--- src/timer2_consts.vh ---
// Constants for the 16-bit reload timer: register offsets, field positions,
// reset values and timing counts.
// Assumes inclusion by bare name from the timer design files.
`ifndef TIMER2_CONSTS_VH
`define TIMER2_CONSTS_VH

// ==========================================================
// Register byte offsets
`define OFS_CTRL       8'h00
`define OFS_MODE       8'h04
`define OFS_PINCTL     8'h08
`define OFS_RELOAD_LO  8'h0c
`define OFS_RELOAD_HI  8'h10
`define OFS_COUNT_LO   8'h14
`define OFS_COUNT_HI   8'h18
`define OFS_IRQ_EN     8'h1c

// ==========================================================
// Control register fields
`define CTL_OVF        7
`define CTL_EXF        6
`define CTL_RX0_SEL    5
`define CTL_TX0_SEL    4
`define CTL_EXT_EN     3
`define CTL_RUN        2
`define CTL_CNT_SEL    1
`define CTL_CAP_SEL    0

// Mode register fields
`define MOD_RX1_SEL    5
`define MOD_TX1_SEL    4
`define MOD_T2_OE      1
`define MOD_DOWN_EN    0

// Pin output control fields
`define PIN_T1_OE      2
`define PIN_T0_OE      0

// ==========================================================
// Reset values and terminal count
`define RST_BYTE       8'h00
`define RST_WORD       16'h0000
`define COUNT_TOP      16'hffff

// ==========================================================
// Timing: the shared timer tick is the 25 MHz clock divided down
`define TICK_DIV       4
`define TICK_DIV_W     2

`endif

--- src/timer2_reload.v ---
// 16-bit reload timer with baud source, clock-out and toggle outputs,
// behind an APB slave. Assumes one 25 MHz clock and an APB master on it.
// Assumes the trigger and timer 2 pins are asynchronous to ref_clk, and
// that the timer 0/1 overflow pulses come from logic on ref_clk.
//
// Operation
// - Overflow reloads count from reload pair
// - Trigger-pin fall reloads and sets external flag
// - Up-only counts to ffff then reloads
// - Up/down follows direction pin level
// - Down count equal reload loads ffff
// - Up/down external flag toggles, no interrupt
// - Up-only: either flag raises interrupt
// - UART clock selects route overflow as baud
// - Baud mode counts shared timer ticks
// - Run, baud, capture, reload mode priority
// - Clock-out period set by reload value
// - Clock-out rollovers request no interrupt
// - Baud and clock-out run together
// - Timer 0/1 pins toggle on overflow
// - Timer 2 pin input or toggling output
// - UART1 selects live in mode register
// - UART0 selects live in control register
// - Over/underflow sets overflow flag except in baud or clock-out
//
// The APB interface to the registers and the placing of the registers were decided locally.
`timescale 1ns/1ns
`include "timer2_consts.vh"
module timer2_reload (
  input  wire        ref_clk,          // 25 MHz clock
  input  wire        rst,              // Async reset, active high
  input  wire        psel,             // APB select
  input  wire        penable,          // APB access phase
  input  wire        pwrite,           // APB write
  input  wire [7:0]  paddr,            // APB byte address
  input  wire [31:0] pwdata,           // APB write data
  output reg  [31:0] prdata,           // APB read data
  output wire        pready,           // APB ready
  output wire        pslverr,          // APB error on unmapped address
  input  wire        ext_trigger_pin,  // Trigger / direction pin
  input  wire        t2_pin_in,        // Timer 2 pin level
  output wire        t2_pin_out,       // Timer 2 pin drive value
  output wire        t2_pin_oe_n,      // Timer 2 pin enable, low drives
  input  wire [1:0]  t01_overflow,     // Timer 0/1 overflow pulses
  output wire [1:0]  t01_pin_out,      // Timer 0/1 toggle values
  output wire [1:0]  t01_pin_oe_n,     // Timer 0/1 pin enables, low drives
  output wire        uart0_tx_baud,    // UART0 transmit bit-clock pulse
  output wire        uart0_rx_baud,    // UART0 receive bit-clock pulse
  output wire        uart1_tx_baud,    // UART1 transmit bit-clock pulse
  output wire        uart1_rx_baud,    // UART1 receive bit-clock pulse
  output wire        timer2_irq        // Interrupt request, level
);
  // ==========================================================
  // Registers
  reg [7:0]  ctrl_r;
  reg [7:0]  mode_r;
  reg [7:0]  pinctl_r;
  reg [15:0] reload_r;
  reg [15:0] count_r;
  reg        irq_en_r;
  reg [`TICK_DIV_W-1:0] div_r;
  reg        tick_r;
  reg        clkout_r;

  // Writable bits of the mode and pin control registers; the rest read back as 0
  localparam [7:0] mode_wr_mask = 8'h33;
  localparam [7:0] pin_wr_mask  = 8'h05;

  reg [7:0]  ctrl_nxt;
  reg [15:0] reload_nxt;
  reg [15:0] count_nxt;
  reg        ovf_evt;

  wire ext_level;
  wire ext_fall;
  wire t2_level;
  wire t2_fall;

  // ==========================================================
  // Pin synchronisers
  // Nothing reads either pin before its two flops
  pin_sync u_ext_sync (
    .clk   (ref_clk),
    .rst   (rst),
    .pin   (ext_trigger_pin),
    .level (ext_level),
    .fall  (ext_fall)
  );

  pin_sync u_t2_sync (
    .clk   (ref_clk),
    .rst   (rst),
    .pin   (t2_pin_in),
    .level (t2_level),
    .fall  (t2_fall)
  );

  // ==========================================================
  // APB decode
  // Byte registers sit in the low byte of each word
  wire acc      = psel & penable;
  wire wr       = acc & pwrite;
  wire hit_ctrl = (paddr == `OFS_CTRL);
  wire hit_mode = (paddr == `OFS_MODE);
  wire hit_pin  = (paddr == `OFS_PINCTL);
  wire hit_rl   = (paddr == `OFS_RELOAD_LO);
  wire hit_rh   = (paddr == `OFS_RELOAD_HI);
  wire hit_cl   = (paddr == `OFS_COUNT_LO);
  wire hit_ch   = (paddr == `OFS_COUNT_HI);
  wire hit_ie   = (paddr == `OFS_IRQ_EN);
  wire mapped   = hit_ctrl | hit_mode | hit_pin | hit_rl | hit_rh |
                  hit_cl | hit_ch | hit_ie;

  // Zero wait states keep the slave simple; every access ends in one cycle
  // Unmapped or misaligned addresses answer with an error and read 0
  assign pready  = 1'b1;
  assign pslverr = acc & ~mapped;

  // ==========================================================
  // Mode decode
  // Priority: stopped, then baud, then capture, then reload
  wire run       = ctrl_r[`CTL_RUN];
  wire sel_rx0   = ctrl_r[`CTL_RX0_SEL];
  wire sel_tx0   = ctrl_r[`CTL_TX0_SEL];
  wire sel_rx1   = mode_r[`MOD_RX1_SEL];
  wire sel_tx1   = mode_r[`MOD_TX1_SEL];
  wire baud_mode = sel_rx0 | sel_tx0 | sel_rx1 | sel_tx1;
  wire cap_mode  = ~baud_mode & ctrl_r[`CTL_CAP_SEL];
  wire updown    = ~baud_mode & ~cap_mode & mode_r[`MOD_DOWN_EN];
  wire t2_oe     = mode_r[`MOD_T2_OE];
  wire ext_en    = ctrl_r[`CTL_EXT_EN];
  wire count_up  = ~updown | ext_level;

  // External count source only while the pin is an input
  wire pin_count = t2_fall & ~t2_oe;
  // Baud mode always steps on the tick, whatever the counter select says
  wire tick_src  = baud_mode | ~ctrl_r[`CTL_CNT_SEL];
  wire step      = run & (tick_src ? tick_r : pin_count);

  // Terminal counts for the two directions
  wire at_top    = (count_r == `COUNT_TOP);
  wire at_reload = (count_r == reload_r);

  // Direction pin doubles as trigger only outside up/down mode
  wire ext_evt   = run & ext_en & ext_fall & ~updown & ~baud_mode;

  // Rollovers feed baud and clock-out only, never the flag
  wire quiet     = baud_mode | t2_oe;

  // ==========================================================
  // Shared timer tick divider
  // Free-running, so the first step after run is set may lag by up to
  // three cycles; nothing depends on the tick phase
  always @(posedge ref_clk or posedge rst) begin
    if (rst) begin
      div_r  <= {`TICK_DIV_W{1'b0}};
      tick_r <= 1'b0;
    end else begin
      div_r  <= div_r + 1'b1;
      tick_r <= (div_r == `TICK_DIV - 1);
    end
  end

  // ==========================================================
  // Counter next state
  // Later assignments win: a trigger reload overrides a step, and a
  // software count write overrides both
  always @* begin
    count_nxt = count_r;
    ovf_evt   = 1'b0;
    if (step) begin
      if (cap_mode) begin
        count_nxt = count_r + 16'h0001;
        ovf_evt   = at_top;
      end else if (count_up) begin
        if (at_top) begin
          count_nxt = reload_r;
          ovf_evt   = 1'b1;
        end else begin
          count_nxt = count_r + 16'h0001;
        end
      end else begin
        if (at_reload) begin
          count_nxt = `COUNT_TOP;
          ovf_evt   = 1'b1;
        end else begin
          count_nxt = count_r - 16'h0001;
        end
      end
    end
    if (ext_evt & ~cap_mode) begin
      count_nxt = reload_r;
    end
    if (wr & hit_cl) begin
      count_nxt = {count_nxt[15:8], pwdata[7:0]};
    end
    if (wr & hit_ch) begin
      count_nxt = {pwdata[7:0], count_nxt[7:0]};
    end
  end

  // ==========================================================
  // Reload pair: software writes, hardware capture in capture mode
  always @* begin
    reload_nxt = reload_r;
    if (wr & hit_rl) begin
      reload_nxt = {reload_r[15:8], pwdata[7:0]};
    end
    if (wr & hit_rh) begin
      reload_nxt = {pwdata[7:0], reload_r[7:0]};
    end
    // A capture on the same edge as a software write takes priority
    if (ext_evt & cap_mode) begin
      reload_nxt = count_r;
    end
  end

  // ==========================================================
  // Control register with flags; a hardware set beats a software clear
  always @* begin
    ctrl_nxt = ctrl_r;
    if (wr & hit_ctrl) begin
      ctrl_nxt = pwdata[7:0];
    end
    if (ovf_evt & ~quiet) begin
      ctrl_nxt[`CTL_OVF] = 1'b1;
    end
    // As a 17th count bit the external flag toggles even over a write
    if (ovf_evt & updown) begin
      ctrl_nxt[`CTL_EXF] = ~ctrl_r[`CTL_EXF];
    end else if (ext_evt) begin
      ctrl_nxt[`CTL_EXF] = 1'b1;
    end
  end

  // ==========================================================
  // State update
  always @(posedge ref_clk or posedge rst) begin
    if (rst) begin
      ctrl_r      <= `RST_BYTE;
      mode_r      <= `RST_BYTE;
      pinctl_r    <= `RST_BYTE;
      reload_r    <= `RST_WORD;
      count_r     <= `RST_WORD;
      irq_en_r    <= 1'b0;
      clkout_r    <= 1'b0;
    end else begin
      ctrl_r      <= ctrl_nxt;
      reload_r    <= reload_nxt;
      count_r     <= count_nxt;
      // Writes keep only the implemented bits
      if (wr & hit_mode) begin
        mode_r <= pwdata[7:0] & mode_wr_mask;
      end
      if (wr & hit_pin) begin
        pinctl_r <= pwdata[7:0] & pin_wr_mask;
      end
      if (wr & hit_ie) begin
        irq_en_r <= pwdata[0];
      end
      // Half period is one full reload cycle, giving tick/(2*(65536-reload))
      if (ovf_evt & t2_oe) begin
        clkout_r <= ~clkout_r;
      end
    end
  end

  // ==========================================================
  // Timer 0/1 toggle outputs
  genvar gi;
  generate
    for (gi = 0; gi < 2; gi = gi + 1) begin : g_t01
      wire oe_bit = pinctl_r[gi * 2];
      // The toggle keeps its level while the pin is an input
      reg  tog_r;
      always @(posedge ref_clk or posedge rst) begin
        if (rst) begin
          tog_r <= 1'b0;
        end else if (oe_bit & t01_overflow[gi]) begin
          tog_r <= ~tog_r;
        end
      end
      assign t01_pin_out[gi]  = tog_r;
      assign t01_pin_oe_n[gi] = ~oe_bit;
    end
  endgenerate

  // ==========================================================
  // Outputs
  // Pin direction follows the enable bit alone, in every mode
  assign t2_pin_out  = clkout_r;
  assign t2_pin_oe_n = ~t2_oe;

  // ==========================================================
  // Baud pulses, one flop per UART direction
  // Pulses stay valid while clock-out runs; the UART divides by 8 itself.
  // Each select gates its own flop, so a select rewritten just after an
  // overflow cannot clip a pulse already under way.
  wire [3:0] baud_sel = {sel_rx1, sel_tx1, sel_rx0, sel_tx0};
  wire [3:0] baud_q;

  generate
    for (gi = 0; gi < 4; gi = gi + 1) begin : g_baud
      reg pulse_r;
      always @(posedge ref_clk or posedge rst) begin
        if (rst) begin
          pulse_r <= 1'b0;
        end else begin
          pulse_r <= ovf_evt & baud_mode & baud_sel[gi];
        end
      end
      assign baud_q[gi] = pulse_r;
    end
  endgenerate

  assign uart0_tx_baud = baud_q[0];
  assign uart0_rx_baud = baud_q[1];
  assign uart1_tx_baud = baud_q[2];
  assign uart1_rx_baud = baud_q[3];

  // ==========================================================
  // Interrupt request
  // Level output: it stays high until software clears the flags.
  // The external flag only requests service outside up/down counting.
  assign timer2_irq = irq_en_r & (ctrl_r[`CTL_OVF] |
                      (ctrl_r[`CTL_EXF] & ~updown));

  // ==========================================================
  // Read mux
  // Halves are read one at a time with no latch; software reading a
  // running count must allow for a carry between the two reads
  always @* begin
    prdata = 32'h0000_0000;
    if (acc & ~pwrite) begin
      case (paddr)
        `OFS_CTRL:      prdata = {24'h000000, ctrl_r};
        `OFS_MODE:      prdata = {24'h000000, mode_r};
        `OFS_PINCTL:    prdata = {24'h000000, pinctl_r};
        `OFS_RELOAD_LO: prdata = {24'h000000, reload_r[7:0]};
        `OFS_RELOAD_HI: prdata = {24'h000000, reload_r[15:8]};
        `OFS_COUNT_LO:  prdata = {24'h000000, count_r[7:0]};
        `OFS_COUNT_HI:  prdata = {24'h000000, count_r[15:8]};
        `OFS_IRQ_EN:    prdata = {31'h00000000, irq_en_r};
        default:        prdata = 32'h0000_0000;
      endcase
    end
  end
endmodule

--- src/pin_sync.v ---
// Two-flop synchroniser for one pin with a falling edge detector.
// Assumes the pin is asynchronous to clk; edge logic reads the second
// flop and a third one only.
`timescale 1ns/1ns
module pin_sync (
  input  wire clk,    // System clock
  input  wire rst,    // Async reset, active high
  input  wire pin,    // Raw pin level
  output wire level,  // Synchronised level
  output wire fall    // One-cycle pulse on a 1-to-0 change
);
  reg meta_r;
  reg sync_r;
  reg prev_r;

  always @(posedge clk or posedge rst) begin
    if (rst) begin
      meta_r <= 1'b1;
      sync_r <= 1'b1;
      prev_r <= 1'b1;
    end else begin
      meta_r <= pin;
      sync_r <= meta_r;
      prev_r <= sync_r;
    end
  end

  assign level = sync_r;
  assign fall  = prev_r & ~sync_r;
endmodule

--- config.mk ---
export PLATFORM = sky130hd
export DESIGN_NAME = timer2_reload
export DESIGN_NICKNAME = d
export VERILOG_FILES = /design/src/timer2_reload.v /design/src/pin_sync.v
export VERILOG_INCLUDE_DIRS = /design/src
export SDC_FILE = /design/constraint.sdc
export NUM_CORES = 1
export LEC_CHECK = 0
export ABC_AREA = 1
export BUFFER_PORTS_ARGS = -buffer_cell sky130_fd_sc_hd__buf_2
export CAP_MARGIN = 10
export CORE_UTILIZATION = 50
export CTS_CLUSTER_DIAMETER = 60
export DETAILED_ROUTE_END_ITERATION = 10
export PLACE_DENSITY = 0.74
export SLEW_MARGIN = 25
export SYNTH_ARGS = -nofsm -noshare
export SYNTH_HDL_FRONTEND = slang
export SYNTH_HIERARCHICAL = 1
export SYNTH_SLANG_ARGS = --single-unit
--- constraint.sdc ---
create_clock -name ref_clk -period 4.6 [get_ports ref_clk]
set_clock_uncertainty 0.1 [all_clocks]
set_input_delay 0 -clock ref_clk [delete_from_list [all_inputs] [get_ports ref_clk]]
set_output_delay 0 -clock ref_clk [all_outputs]
set_load 0.01 [all_outputs]
==> out/results.txt <==
die footprint -> 9930 um^2
Simple-Gate Fraction of Synth Area -> 32.4%
Tightest Hold Check Type -> in -> reg
1st-iter DRT viols -> 642
Clock Power Share -> 41.0%
Final setup viols -> 0
Area Growth Syn to Fin -> 11.0%
Initial Util -> 51.6%
worst setup path start -> u_ext_sync/level$_DFF_PP1_
share of cells above drive strength 1 -> 18.1%
Distinct cells, synth -> 40
global-route usage over all layers -> 31.1%
unrepaired setup endpoints after global routing -> no
FP Rows -> 35
post-synth top area share -> 29.9%
boundary pin count -> 94
synthesized area -> 4770 um^2
#FFs+latches synth -> 63
slowest CP cell -> nor2_1
CP Data Required Time -> 4.76 ns
PortBufs -> 44
Post-CTS Setup Repair Bufs -> 0
CP max stage delay -> 0.61 ns
Worst Setup Start Kind -> register
pin count of the biggest net entering global routing -> 58
post-route antenna net violation count -> 0
Layout Nets -> 792
# DRC -> 0
clock sink total -> 63
post-synthesis cell count -> 688
Int Pwr -> 0.893 mW
# H-tree levels -> 3
synth warn -> 6
DR WL/cell -> 16.5 um
r2r setup slk -> 2.03 ns
setup_tns -> 0 ns
Hold Path Stages -> 5
CTS Root Cell -> clkbuf_8
largest area contributor in the netlist -> dfrtp_1
Synth Area in Adders -> 0.787%
core area -> 9240 um^2
First-pass DRT Iterations -> 8
Routed WL -> 14400 um
clock tree buffer depth -> 2
Max IR drop VDD -> 0.147 mV
Seq pwr share -> 46.4%
fin crit share -> 55.9%
initial antenna violation count -> 0
Syn Area/Cell -> 6.93 um^2
final cell count without fillers -> 874
Tightest Pin Transition -> 0.753 ns
vias in the first global route -> 4633
FMAX -> 389 MHz
cell leakage power -> 2.69 nW
Tmin final -> 2.57 ns
Num CTS Buffers -> 9
mux share of post-synthesis cell area -> 0%
switch share -> 29.6%
switching power -> 0.376 mW
pwr dens -> 240 nW/um^2
Crit Path Max Fanout -> 17
R2R depth -> 8
crit path cell chain -> nor2_2, nand3_1, inv_1, nand2_1, inv_1, nor2_1, nand2_1, o221ai_1
diodes inserted -> 0
reg-to-reg endpoint -> reload_r[9]$_DFFE_PP0P_
Seq/Total Area, Yosys -> 33.2%
main combinational cell family by area after synthesis -> simple AND/OR/NAND/NOR gates
Placed Instances -> 844
first-pass GRT wire length -> 23700 um
quantity of hold-fixing buffers added after cts -> 14
GP Congestion -> 1.01
max-cap violation count -> 0
CP Capture Point -> reload_r[9]$_DFFE_PP0P_
Rel. slew slack -> 49.8%
Die X -> 99.7 um
dpl hpwl -> 10700 um
Pwr Total -> 1.27 mW
crit path capture type -> register
Reg2Reg Launch Point -> u_ext_sync/level$_DFF_PP1_
Comb pwr share -> 12.6%
die height -> 99.7 um
CTS tree -> yes
GR Overflow Total -> 0
crit path DAT -> 2.74 ns
post_cts resized -> 0
Final Hold Viols -> 0
Max Slew Vio Count -> 0
status -> finished clean
Compound-Gate Fraction of Synth Area -> 14.6%
top cells by area, synth -> dfrtp_1 (30%), nand2_1 (16%), inv_1 (6.8%)
XOR/XNOR share of the synthesized area -> 4.22%
Clock Latency Late Sink -> 0.36 ns
via count -> 4848
Crit Path Class -> reg -> reg
Via density -> 5.55
Clock Pin Slew Worst Setup and Hold Paths -> 0.08 ns
[synth_stat cells (all sizes together)]
library cell and instances:
nand3b 1, a31oi 2, nand3 27, nand4 9, nor2 78, o221ai 17, a21oi 21, clkbuf 1
clkinv 3, dfrtp 57, nand2 212, buf 40, dfstp 6, xnor2 4, xor2 19, conb 2
o21ai 34, o211ai 1, nor4 2, or2 1, inv 101, o22ai 31, nor3 15, a2111oi 1
ha 3
[per-layer routing]
| metal | vias to the layer above | share of wire [%] | global-route usage, % |
|---|---|---|---|
| met5 | - | 0 | 0 |
| met4 | 0 | 4.3 | 14.6 |
| met3 | 51 | 10 | 5.69 |
| met2 | 297 | 45 | 49.8 |
| met1 | 2235 | 41 | 40.9 |
| li1 | 2265 | - | - |
[how the worst min path moves through the flow]
stage / start / endpoint / slack (ns)
6_report: paddr[3] / pinctl_r[0]$_DFFE_PP0P_ / 0.03
4_1_cts: paddr[3] / pinctl_r[0]$_DFFE_PP0P_ / 0.02
3_3_place_gp: rst / u_t2_sync/meta_r$_DFF_PP1_ / -0.03
3_5_place_dp: rst / u_t2_sync/prev_r$_DFF_PP1_ / -0.01
5_1_grt: paddr[3] / pinctl_r[2]$_DFFE_PP0P_ / 0.05
2_1_floorplan: rst / u_ext_sync/level$_DFF_PP1_ / -0.17
[flip-flops by register name (all words and copies together), names as in the netlist, 2 cells and up]
| signal | cells |
|---|---|
| ctrl_r | 8 |
| pinctl_r | 2 |
| g_t01.tog_r | 2 |
| count_r | 16 |
| reload_r | 16 |
| mode_r | 4 |
| div_r | 2 |
[kinds of logic (layout without fill, tap and decap cells)]
family,after synthesis,in the layout
and+or+nand+nor,345,345
buffers and inverters,145,179
AOI/OAI and AO/OA,107,107
DFF,63,63
xor gates and xnor gates,23,23
adders and majority gates,3,3
other,2,25
[stage by stage]
step,setup slack [ns],utilization (%),cell area [um^2],hold WS (ns)
6_report,2.03,57.3,5290,0.0271
5_1_grt,1.84,57.3,5290,0.0471
4_1_cts,2.08,57.3,5290,0.0234
3_5_place_dp,2.10,53.5,4950,-0.0131
3_3_place_gp,2.11,53.5,4950,-0.0268
2_1_floorplan,2.73,-,4860,-0.167
[cell type report]
cell class | instances | area, um^2
inverters | 104 | 400
clock buffers | 10 | 138
well taps | 129 | 161
multi-input cells | 503 | 2570
repair buffers | 59 | 368
clock inverters | 6 | 68.8
fillers | 894 | 3950
flip-flops and latches | 63 | 1580
[power by group through the flow]
stage / Sequential [mW] / Combinational [mW] / Clock (mW)
floorplan: 0.592 / 0.123 / 0
global placement: 0.598 / 0.144 / 0
detailed placement: 0.599 / 0.146 / 0
CTS: 0.588 / 0.156 / 0.519
global route: 0.591 / 0.179 / 0.542
finish: 0.589 / 0.160 / 0.520
[layout by cell type, fill, tap and decap left out, types with 11 or more instances in the layout]
cell type,synthesis,layout
a21oi_2,11,11
buf_2,4,44
conb_1,2,25
dfrtp_1,57,57
dlygate4sd3_1,0,14
inv_1,87,86
inv_2,14,15
nand2_1,197,197
nand2_2,11,11
nand3_1,25,25
nor2_1,63,63
nor2_2,12,12
o21ai_0,26,26
o221ai_1,17,17
o22ai_1,31,31
xor2_1,19,19
[critical path, delay by kind of cell, from the launching register on]
| kind | cells | cell delay (ns) |
|---|---|---|
| buffers and inverters | 2 | 0.26 |
| flip-flops | 1 | 0.55 |
| AND/OR/NAND/NOR | 5 | 1.47 |
| AO/OA/AOI/OAI | 1 | 0.11 |
Power figures use the tool's default switching activity.
